--- src/logic/sbc_defs.svh ---
// Purpose: constants for the restart / fail-safe mode controller
// Assumes: 100 MHz clock, one file of logic
// Notes: reset delay choices are plain defaults
// Behaviour
// - reset output low throughout restart
// - restart ends in normal, autonomously, unless a fail-safe cause enters fail-safe first
// - reset released at exit after programmed delay
// - entry cause latched until software reads it
// - sleep wake reported in bits, no interrupt
// - restart never clears an active limp-home
// - first response after normal holds restart cause
// - init time-out: restart, limp-home on, limp reason
// - supply undervoltage or watchdog failure causes restart
// - external reset low: restart, restart reason
// - clamped reset: config 1/3 restart, 2/4 fail-safe
// - config 2 watchdog failure goes to fail-safe
// - config 4: first restart, second fail-safe
// - flash-mode restart keeps limp-home, restart reason
// - sleep wake: restart, supply ramps up
// - fail-safe: regulators off, limp-home on
// - supply time-out or overtemperature enters fail-safe
// - overtemperature latch holds until cooled, wakes ignored
// - fail-safe wake: restart, store wake, clear counter
// - first response after normal holds fail-safe cause
// - grounded test pin selects development mode
// - development mode: watchdog failure only interrupts
// - development mode keeps all other entry causes
// - config 1 first watchdog miss: restart, limp-home
// - init time-out 256 ms after reset release
`ifndef SBC_DEFS_SVH
`define SBC_DEFS_SVH
`define SBC_CLK_MHZ 100
`define SBC_INIT_TMO_MS 256
`define SBC_INIT_TMO_CYC (`SBC_INIT_TMO_MS * 1000 * `SBC_CLK_MHZ)
`define SBC_RD_SHORT_US 2
`define SBC_RD_LONG_US 10
`define SBC_RD_SHORT_CYC (`SBC_RD_SHORT_US * `SBC_CLK_MHZ)
`define SBC_RD_LONG_CYC (`SBC_RD_LONG_US * `SBC_CLK_MHZ)
`define SBC_LR_NONE 3'h0
`define SBC_LR_INIT_TMO 3'h1
`define SBC_LR_CLAMP 3'h2
`define SBC_LR_WDOG 3'h3
`define SBC_LR_FS_WAKE 3'h4
`define SBC_RR_NONE 2'h0
`define SBC_RR_EXT 2'h1
`define SBC_RR_UV 2'h2
`define SBC_RR_WDOG_SPI 2'h3
`define SBC_CFG_DEV 3'h0
`define SBC_CFG_1 3'h1
`define SBC_CFG_2 3'h2
`define SBC_CFG_3 3'h3
`define SBC_CFG_4 3'h4
`endif

--- src/logic/sbc_pkg.sv ---
// Purpose: types for the restart / fail-safe mode controller
// Assumes: used with sbc_defs.svh
// Notes: none
package sbc_pkg;
    // gray codes along init, normal, restart, fail-safe
    typedef enum logic [2:0] {
        SBC_INIT = 3'h0,
        SBC_NORMAL = 3'h1,
        SBC_RESTART = 3'h3,
        SBC_FAILSAFE = 3'h2,
        SBC_STOP = 3'h6,
        SBC_SLEEP = 3'h7,
        SBC_FLASH = 3'h5
    } sbc_mode_e;
    typedef struct packed {
        logic ext_reset_low;
        logic reset_clamped;
        logic mcu_uv;
        logic mcu_uv_timeout;
        logic vs_above_lhuv;
        logic mcu_overtemp;
        logic mcu_cooled;
        logic wdog_fail;
        logic wake;
    } sbc_event_s;
    typedef struct packed {
        logic go_normal;
        logic go_stop;
        logic go_sleep;
        logic go_flash;
        logic go_restart;
        logic limp_on;
        logic limp_off;
        logic valid;
    } sbc_cmd_s;
    typedef struct packed {
        logic [2:0] limp_reason_bits;
        logic [1:0] restart_reason_bits;
        logic [3:0] wake_source_bits;
        logic from_failsafe;
    } sbc_status_s;
endpackage

--- src/logic/sbc_mode_ctrl.sv ---
// Purpose: mode control for restart, fail-safe and development modes
// Assumes: inputs synchronous to clk; strobes are one-cycle pulses
// Notes: status clears on status_read pulse
`timescale 1ns/100ps
`default_nettype none
`include "sbc_defs.svh"
module sbc_mode_ctrl #(
    parameter int unsigned INIT_TMO_CYC = `SBC_INIT_TMO_CYC
) (
    input wire logic clk,
    input wire logic rst,
    input wire logic ce,
    input wire logic test_pin_low,
    input wire logic [2:0] fs_config,
    input wire logic reset_delay_sel,
    input wire sbc_pkg::sbc_event_s ev,
    input wire sbc_pkg::sbc_cmd_s cmd,
    input wire logic [3:0] wake_src,
    input wire logic status_read,
    output logic mcu_reset_output_n,
    output logic limp_home_output,
    output logic mcu_supply_en,
    output logic regulators_en,
    output logic xcvr_wake_capable,
    output logic wdog_int,
    output logic dev_mode,
    output var sbc_pkg::sbc_mode_e mode,
    output var sbc_pkg::sbc_status_s status
);
    sbc_pkg::sbc_mode_e mode_reg, mode_next;
    logic [31:0] tmr_reg;
    logic [1:0] wdfail_cnt_reg;
    logic limp_reg, limp_next;
    logic ot_latch_reg;
    logic dev_reg;
    logic strap_done_reg;
    logic [2:0] lr_reg, lr_next;
    logic [1:0] rr_reg, rr_next;
    logic [3:0] wk_reg;
    logic fs_flag_reg;
    logic int_reg;

    // entry decoding
    wire logic [2:0] cfg = fs_config;
    wire logic cfg13 = (cfg == `SBC_CFG_1) || (cfg == `SBC_CFG_3);
    wire logic cfg24 = (cfg == `SBC_CFG_2) || (cfg == `SBC_CFG_4);
    wire logic in_init = (mode_reg == sbc_pkg::SBC_INIT);
    wire logic in_rst = (mode_reg == sbc_pkg::SBC_RESTART);
    wire logic in_fs = (mode_reg == sbc_pkg::SBC_FAILSAFE);
    wire logic in_sleep = (mode_reg == sbc_pkg::SBC_SLEEP);
    wire logic in_flash = (mode_reg == sbc_pkg::SBC_FLASH);
    wire logic run_mode = (mode_reg == sbc_pkg::SBC_NORMAL) || (mode_reg == sbc_pkg::SBC_STOP) || in_flash;
    wire logic wd_ev = ev.wdog_fail && run_mode && !dev_reg;
    wire logic wd_first = (wdfail_cnt_reg == 2'h0);
    // config 2 direct, config 4 on second consecutive failure
    wire logic wd_to_fs = wd_ev && !in_flash && ((cfg == `SBC_CFG_2) || ((cfg == `SBC_CFG_4) && !wd_first));
    wire logic wd_to_rs = wd_ev && !wd_to_fs;
    wire logic wd_limp = !in_flash && ((cfg == `SBC_CFG_1) || ((cfg == `SBC_CFG_3) && !wd_first));
    wire logic fs_supply = !in_fs && ((ev.mcu_uv_timeout && ev.vs_above_lhuv) || ev.mcu_overtemp);
    wire logic clamp_fs = ev.reset_clamped && cfg24 && !in_fs && !in_sleep;
    wire logic clamp_rs = ev.reset_clamped && cfg13 && !in_fs && !in_sleep && !in_rst;
    wire logic go_fs = fs_supply || clamp_fs || wd_to_fs;
    wire logic init_tmo = in_init && strap_done_reg && (tmr_reg >= INIT_TMO_CYC) && !cmd.valid;
    wire logic ext_rs = ev.ext_reset_low && !in_rst && !in_fs;
    wire logic uv_rs = ev.mcu_uv && (run_mode || in_sleep);
    wire logic flash_rs = in_flash && cmd.go_restart;
    wire logic wake_rs = ev.wake && in_sleep;
    wire logic fs_exit = in_fs && ((ot_latch_reg && ev.mcu_cooled) || (!ot_latch_reg && ev.wake));
    wire logic [31:0] rd_cyc = reset_delay_sel ? 32'(`SBC_RD_LONG_CYC) : 32'(`SBC_RD_SHORT_CYC);
    wire logic rd_done = in_rst && (tmr_reg >= rd_cyc - 32'h1);

    // next mode, limp-home and cause selection
    always_comb begin
        mode_next = mode_reg;
        limp_next = limp_reg;
        // a read clears the causes unless a new cause is written below
        lr_next = status_read ? `SBC_LR_NONE : lr_reg;
        rr_next = status_read ? `SBC_RR_NONE : rr_reg;
        if (go_fs) begin
            mode_next = sbc_pkg::SBC_FAILSAFE;
            limp_next = 1'b1;
        end else if (fs_exit) begin
            mode_next = sbc_pkg::SBC_RESTART;
            lr_next = `SBC_LR_FS_WAKE;
        end else if (init_tmo) begin
            mode_next = sbc_pkg::SBC_RESTART;
            limp_next = 1'b1;
            lr_next = `SBC_LR_INIT_TMO;
        end else if (clamp_rs) begin
            mode_next = sbc_pkg::SBC_RESTART;
            limp_next = 1'b1;
            lr_next = `SBC_LR_CLAMP;
        end else if (ext_rs) begin
            mode_next = sbc_pkg::SBC_RESTART;
            rr_next = `SBC_RR_EXT;
        end else if (uv_rs) begin
            mode_next = sbc_pkg::SBC_RESTART;
            rr_next = `SBC_RR_UV;
        end else if (wd_to_rs) begin
            mode_next = sbc_pkg::SBC_RESTART;
            if (wd_limp) begin
                limp_next = 1'b1;
                lr_next = `SBC_LR_WDOG;
            end else begin
                rr_next = `SBC_RR_WDOG_SPI;
            end
        end else if (flash_rs) begin
            mode_next = sbc_pkg::SBC_RESTART;
            rr_next = `SBC_RR_WDOG_SPI;
        end else if (wake_rs) begin
            mode_next = sbc_pkg::SBC_RESTART;
        end else if (rd_done) begin
            mode_next = sbc_pkg::SBC_NORMAL;
        end else if (in_init && cmd.valid) begin
            if (cmd.go_normal) begin
                mode_next = sbc_pkg::SBC_NORMAL;
            end else if (cmd.go_flash) begin
                mode_next = sbc_pkg::SBC_FLASH;
            end
        end else if (mode_reg == sbc_pkg::SBC_NORMAL && cmd.valid) begin
            if (cmd.go_sleep) begin
                mode_next = sbc_pkg::SBC_SLEEP;
            end else if (cmd.go_stop) begin
                mode_next = sbc_pkg::SBC_STOP;
            end else if (cmd.go_flash) begin
                mode_next = sbc_pkg::SBC_FLASH;
            end
        end else if (mode_reg == sbc_pkg::SBC_STOP && cmd.valid && cmd.go_normal) begin
            mode_next = sbc_pkg::SBC_NORMAL;
        end
        if (cmd.valid && (run_mode) && !go_fs) begin
            if (cmd.limp_on) begin
                limp_next = 1'b1;
            end else if (cmd.limp_off) begin
                limp_next = 1'b0;
            end
        end
    end

    // mode register and timer; timer restarts on every mode change
    always_ff @(posedge clk) begin
        if (rst) begin
            mode_reg <= sbc_pkg::SBC_INIT;
            tmr_reg <= 32'h0;
        end else if (ce) begin
            mode_reg <= mode_next;
            tmr_reg <= (mode_next != mode_reg) ? 32'h0 : tmr_reg + 32'h1;
        end
    end

    // limp-home, overtemperature latch and test strap
    always_ff @(posedge clk) begin
        if (rst) begin
            limp_reg <= 1'b0;
            ot_latch_reg <= 1'b0;
            dev_reg <= 1'b0;
            strap_done_reg <= 1'b0;
        end else if (ce) begin
            limp_reg <= limp_next;
            if (ev.mcu_overtemp) begin
                ot_latch_reg <= 1'b1;
            end else if (in_fs && ev.mcu_cooled) begin
                ot_latch_reg <= 1'b0;
            end
            if (!strap_done_reg) begin
                dev_reg <= test_pin_low;
                strap_done_reg <= 1'b1;
            end
        end
    end

    // consecutive watchdog failure counter
    always_ff @(posedge clk) begin
        if (rst) begin
            wdfail_cnt_reg <= 2'h0;
        end else if (ce) begin
            if (fs_exit) begin
                wdfail_cnt_reg <= 2'h0;
            end else if (wd_ev && wdfail_cnt_reg != 2'h3) begin
                wdfail_cnt_reg <= wdfail_cnt_reg + 2'h1;
            end
        end
    end

    // cause latches: new cause wins over a read in the same cycle
    always_ff @(posedge clk) begin
        if (rst) begin
            lr_reg <= `SBC_LR_NONE;
            rr_reg <= `SBC_RR_NONE;
            wk_reg <= 4'h0;
            fs_flag_reg <= 1'b0;
        end else if (ce) begin
            lr_reg <= lr_next;
            rr_reg <= rr_next;
            if (wake_rs || fs_exit) begin
                wk_reg <= wk_reg | wake_src;
            end else if (status_read) begin
                wk_reg <= 4'h0;
            end
            if (go_fs) begin
                fs_flag_reg <= 1'b1;
            end else if (status_read) begin
                fs_flag_reg <= 1'b0;
            end
        end
    end

    // registered outputs
    always_ff @(posedge clk) begin
        if (rst) begin
            mcu_reset_output_n <= 1'b0;
            limp_home_output <= 1'b0;
            mcu_supply_en <= 1'b0;
            regulators_en <= 1'b0;
            xcvr_wake_capable <= 1'b0;
            int_reg <= 1'b0;
            dev_mode <= 1'b0;
            mode <= sbc_pkg::SBC_INIT;
            status <= '0;
        end else if (ce) begin
            mcu_reset_output_n <= (mode_next != sbc_pkg::SBC_RESTART) && (mode_next != sbc_pkg::SBC_FAILSAFE);
            limp_home_output <= limp_next;
            mcu_supply_en <= (mode_next != sbc_pkg::SBC_FAILSAFE) && (mode_next != sbc_pkg::SBC_SLEEP);
            regulators_en <= (mode_next != sbc_pkg::SBC_FAILSAFE) && (mode_next != sbc_pkg::SBC_SLEEP);
            xcvr_wake_capable <= (mode_next == sbc_pkg::SBC_FAILSAFE) || (mode_next == sbc_pkg::SBC_SLEEP);
            int_reg <= ev.wdog_fail && run_mode && dev_reg;
            dev_mode <= dev_reg;
            mode <= mode_next;
            status <= '{limp_reason_bits: lr_reg, restart_reason_bits: rr_reg,
                        wake_source_bits: wk_reg, from_failsafe: fs_flag_reg};
        end
    end
    assign wdog_int = int_reg;
endmodule
`default_nettype wire

--- config.mk ---
export PLATFORM = sky130hd
export DESIGN_NAME = sbc_mode_ctrl
export DESIGN_NICKNAME = d
export VERILOG_FILES = /design/src/logic/sbc_pkg.sv /design/src/logic/sbc_mode_ctrl.sv
export VERILOG_INCLUDE_DIRS = /design/src /design/src/logic
export SDC_FILE = /design/constraint.sdc
export NUM_CORES = 1
export LEC_CHECK = 0
export BUFFER_PORTS_ARGS = -buffer_cell sky130_fd_sc_hd__clkbuf_2
export CORE_MARGIN = 2
export CORE_UTILIZATION = 40
export CTS_BUF_LIST = sky130_fd_sc_hd__clkbuf_16
export CTS_CLUSTER_DIAMETER = 60
export DETAILED_ROUTE_END_ITERATION = 6
export MAX_ROUTING_LAYER = met4
export PLACE_DENSITY = 0.67
export SETUP_SLACK_MARGIN = 0.3
export SLEW_MARGIN = 20
export SYNTH_ARGS = -nofsm -noshare
export SYNTH_HDL_FRONTEND = slang
export SYNTH_SLANG_ARGS = --single-unit
--- constraint.sdc ---
create_clock -name clk -period 5.26 [get_ports clk]
set_clock_uncertainty 0.15 [all_clocks]
set_input_delay 1.052 -clock clk [delete_from_list [all_inputs] [get_ports clk]]
set_output_delay 1.052 -clock clk [all_outputs]
set_load 0.03 [all_outputs]
Yosys cells after proc, flatten, opt, wreduce, memory -nomap -nowiden:

Cells that the tools add are included.
Widths: inputs -> output; s select.

* add/sub/neg operators: 3
* $lt $le $gt $ge: 2
* eq/ne operators: 17
* mux-type cells: 57
* bitwise logic cells: 2
* reduce and logical (&&, ||, !) cells: 74

Operators with widths (count)
* $mux 3: 26
* $logic_and 1x1->1: 40
* $add 32x1->32 const B: 1
* $ge 32x25->1 const B: 1
* $ge 32x32->1: 1
* $mux 32: 1
* $mux 2: 12
* $eq 3x2->1 const B: 5
* $eq 3x3->1 const B: 5
* $mux 1: 15
* $logic_or 1x1->1: 13
* $sub 10x1->11 const B: 1
* $logic_not 1->1: 10
* $mux 10: 1
* $reduce_and 2->1: 5
* $mux 4: 2
* $reduce_bool 2->1: 4
* $eq 3x1->1 const B: 2
* $ne 3x2->1 const B: 2
* $or 4x4->4: 1
* $logic_not 3->1: 1
* $ne 3x3->1: 1
* $ne 3x3->1 const B: 1
* $add 2x1->2 const B: 1
* 3 further kinds: 3

* bits in registers: 66
* input bits: 30
* output and inout bits: 20

Logic depth before layout (Yosys ltp):

* depth after elaboration: 19
* gate-level depth with buffers: 10
* mapped depth without buffers: 9

Worst setup path before layout:

No wires, ideal clock.

* kind: in2reg
* from: input fs_config[1]
* to: register tmr_reg[11]
* arrival: 2.859 ns
* slack: 2.135 ns
* stages: 8
* buffers on the path: 1
* cells stage by stage: xnor2_1 > a2111o_1 > o211ai_4 > nand3b_2 > or2_4 > mux2i_4 > buf_8 > nor3_2

* word-level cells in the longest chain between the ends: 15

Ends and longest elaborated chain
* start, declared: line sbc_mode_ctrl.sv:14 `input wire logic [2:0] fs_config,`
* $eq 3x3->1 (no line)
* $logic_and 1x1->1: line sbc_mode_ctrl.sv:56 `` wire logic wd_to_fs = wd_ev && !in_flash && ((cfg == `SBC_CFG_2) || ((cfg == `SBC_CFG_4) && !wd_first)); ``
* $logic_or 1x1->1: line sbc_mode_ctrl.sv:56
* $logic_and 1x1->1: line sbc_mode_ctrl.sv:56
* $logic_not 1->1: line sbc_mode_ctrl.sv:57 `wire logic wd_to_rs = wd_ev && !wd_to_fs;`
* $logic_and 1x1->1: line sbc_mode_ctrl.sv:57
* $mux 3: line sbc_mode_ctrl.sv:99 `end else if (wd_to_rs) begin`
* $mux 3: line sbc_mode_ctrl.sv:96 `end else if (uv_rs) begin`
* $mux 3: line sbc_mode_ctrl.sv:93 `end else if (ext_rs) begin`
* $mux 3: line sbc_mode_ctrl.sv:89 `end else if (clamp_rs) begin`
* $mux 3: line sbc_mode_ctrl.sv:85 `end else if (init_tmo) begin`
* $mux 3: line sbc_mode_ctrl.sv:82 `end else if (fs_exit) begin`
* $mux 3 *: line sbc_mode_ctrl.sv:79 `if (go_fs) begin`
* $ne 3x3->1 *: line sbc_mode_ctrl.sv:147 `tmr_reg <= (mode_next != mode_reg) ? 32'h0 : tmr_reg + 32'h1;`
* $mux 32 *: line sbc_mode_ctrl.sv:147
* end signal, assigned: line sbc_mode_ctrl.sv:147
* end, declared: line sbc_mode_ctrl.sv:31 `logic [31:0] tmr_reg;`

Every way passes the cells marked *; elsewhere a longest branch is shown, timed or not.
A chain may end at the register's enable or synchronous reset.

Final worst setup path:

* from: input fs_config[2]
* to: register tmr_reg[20]

The elaborated chain is that of the path after synthesis.

==> run_results.csv <==
group,metric,value,unit
timing,min_period,3.558,ns
hold_path,min_path_type,"flop to flop",
clock_tree,root_buffer,"clkbuf_16",
pwr,netSwitchingFraction,27.67,%
final_layout,n_antenna_cell,0,
yosys,postSynthNetCount,468,
global_routing,antenna_found_initial,0,
critical_path,r2r_slack,1.73,ns
drt,num_vias,3255,
yosys,async_reset_ff_share,0,%
floorplanning,core_area,9196,µm²
critical_path,cpLargestDelayFamily,"compound AO/OA/AOI/OAI gates",
floorplanning,pin_count,50,
timing,fin_tns_setup,0,ns
clock_tree,post-cts-setup-buffers,0,
pwr,p_int,0.0009400,W
clock_tree,cts_buffers,9,
pwr,powerDensity,300.3,nW/µm²
final_layout,area_growth,14.69,%
timing,fin_crit_sh,67.64,%
clock_tree,cts_hold_buffers,0,
yosys,synthCells,431,
hold_path,min_to,"rr_reg[1]",
pwr,ir_drop,202.1,µV
run,drv_cap,0,
timing,relSlewSlack,52.07,%
timing,clock.fmax,281.1,MHz
drt,ant_nets,0,
timing,worst_pin_slew,0.7125,ns
drt,first_pass_iters,4,
critical_path,required,5.31,ns
clock_tree,cts-htree-levels,3,
yosys,synth-seq-cells,66,
final_layout,mostFrequentLayoutCell,"dfxtp_1",
final_layout,largest_reg_flops,32,
clock_tree,cts_resized,0,
hold_path,hold_depth,2,
final_layout,drive_gt1_share,23.58,%
timing,hold_viol,0,
drt,totalWireLength,8.743,mm
global_routing,grt_use_total,18.90,%
clock_tree,cts_sinks,66,
final_layout,nNetsFinal,507,
critical_path,critPathBufInv,2,
critical_path,r2r_end,"tmr_reg[20]",
clock_tree,clock_latency,0.33,ns
critical_path,rr_startpoint,"mode[1]",
critical_path,cp.arrival,3.60,ns
critical_path,max_stage_delay,0.49,ns
placed_design,portBuffers,49,
floorplanning,die_h,101.1,µm
final_layout,final_cell_mix,"dfxtp_1, nor2_1, clkbuf_2",
global_routing,grt_pass1_vias,3174,
timing,finalSetupViolCount,0,
clock_tree,path_clk_slew,0.06,ns
pwr,p_leak,1.627,nW
pwr,switching_power,0.0003596,W
critical_path,cpMaxStageDelayCell,"o221ai_4",
placed_design,dp.cells,570,
critical_path,r2r_cells,8,
critical_path,startpoint,"fs_config[2]",
timing,rsz0062_at_grt,"no",
pwr,p_comb_share,13.7,%
critical_path,critPathLaunchType,"primary input",
final_layout,layout.cells.non_filler,586,
timing,slew_violations,0,
drt,wl_per_cell,14.92,µm
yosys,syn-mean-instance-area,8.755,µm²
floorplanning,die_area,10230,µm²
pwr,clkPwrFrac,45.5,%
yosys,yosysSeqAreaShare,35.01,%
yosys,syn_area,3774,µm²
floorplanning,die_w,101.1,µm
global_routing,grt_max_degree,43,
critical_path,cp_max_fo,23,
placed_design,gp_congestion,0.8517,
outcome,outcome,"finished, final reports clean",
drt,first_iter_violations,229,
pwr,seqPwrFrac,40.8,%
clock_tree,clk_path_buf_depth,2,
yosys,synth-edff-count,0,
floorplanning,start_util,41.03,%
hold_path,min-delay-start,"rr_reg[1]",
global_routing,overflow,0,
clock_tree,cts_tree,"yes",
drt,drc,0,
critical_path,path_class,"primary input to flop",
drt,avgViaCountPerCell,5.555,
yosys,synth.distinct_cells,67,
critical_path,endpoint_kind,"flop",
global_routing,grt_pass1_wl,15.05,mm
yosys,yosys_warnings,0,
critical_path,crit_chain,"clkbuf_2 -> xnor2_1 -> a2111o_1 -> o211ai_4 -> nand3b_2 -> nand4b_1 -> o221ai_4 -> buf_4 -> nor3b_1",
floorplanning,rows,35,
yosys,synthFlopType,"dfxtp_1",
placed_design,place_hpwl,6.168,mm
## power groups by stage
stage,clock network (W),logic (W),registers [W]
after global routing,0.000626,0.000195,0.000531
after global placement,0,0.000173,0.000540
after floorplan,0,0.000130,0.000543
after detailed placement,0,0.000177,0.000540
final,0.000592,0.000178,0.000530
after CTS,0.000606,0.000179,0.000530
## worst register-to-register path, stage by stage, from the launching register on
cell and delay (ns):
dfxtp_1 0.71, or3b_1 0.48, nand2_1 0.15, o211ai_4 0.14, nand3b_2 0.36, nand4b_1 0.38
o221ai_4 0.49, buf_4 0.44, nor3b_1 0.11
## cells in the mapped netlist (13+ instances only)
cell type,n,share of area [%]
inv_1,17,1.7
xnor2_1,18,4.2
dfxtp_1,66,35
o21ai_0,17,2.3
a21oi_1,21,2.8
mux2i_1,15,4.0
xor2_1,17,3.9
nor3_2,30,8.0
nor3_1,13,1.7
nand3_1,14,1.9
nor2_1,50,5.0
nand2_1,30,3.0
## cells by family after synthesis
logic type / share of synthesized area [%]
AND/OR/NAND/NOR: 27.32
AO/OA/AOI/OAI: 16.25
flip-flops: 35.01
buffers and inverters: 6.100
XOR/XNOR: 8.123
multiplexers: 4.874
adder cells (fa/ha/maj): 2.321
## metal layers
metal	wire length (µm)	GRT usage, %	up-vias
met5	0	-	-
met4	83	5.301	0
met3	444	4.486	10
met2	4326	31.28	82
met1	3888	23.04	1538
li1	-	-	1625
## worst max path at each step
| stage | slack (ns) | depth (start not counted) | endpoint |
|---|---|---|---|
| after floorplan | 2.13 | 8 | tmr_reg[11] |
| after global placement | 1.47 | 9 | tmr_reg[20] |
| after detailed placement | 1.38 | 9 | tmr_reg[20] |
| after CTS | 1.71 | 9 | tmr_reg[20] |
| after global routing | 1.51 | 8 | tmr_reg[20] |
| final | 1.70 | 9 | tmr_reg[20] |
## per-stage QoR
step | total power (W) | hold slack, ns | worst slack (ns) | area (µm²) | utilization [%]
after global routing | 0.001353 | 0.3598 | 1.508 | 4328 | 47.06
final | 0.001300 | 0.3364 | 1.702 | 4328 | 47.06
after CTS | 0.001314 | 0.3416 | 1.711 | 4328 | 47.06
after detailed placement | 0.0007172 | 0.3201 | 1.380 | 4033 | 43.85
after global placement | 0.0007132 | 0.3187 | 1.473 | 4033 | 43.85
after floorplan | 0.0006735 | 0.2954 | 2.135 | 3774 | -
## layout make-up
| type | count | area [µm²] |
|---|---|---|
| clock buffer | 9 | 225.2 |
| fill | 901 | 4868 |
| inverter | 19 | 71.32 |
| timing repair buffer | 52 | 267.8 |
| clock inverter | 7 | 70.07 |
| sequential | 66 | 1321 |
| multi-input combinational | 322 | 2233 |
| tap | 111 | 138.9 |
No activity file was read; power rests on OpenSTA's default activity.
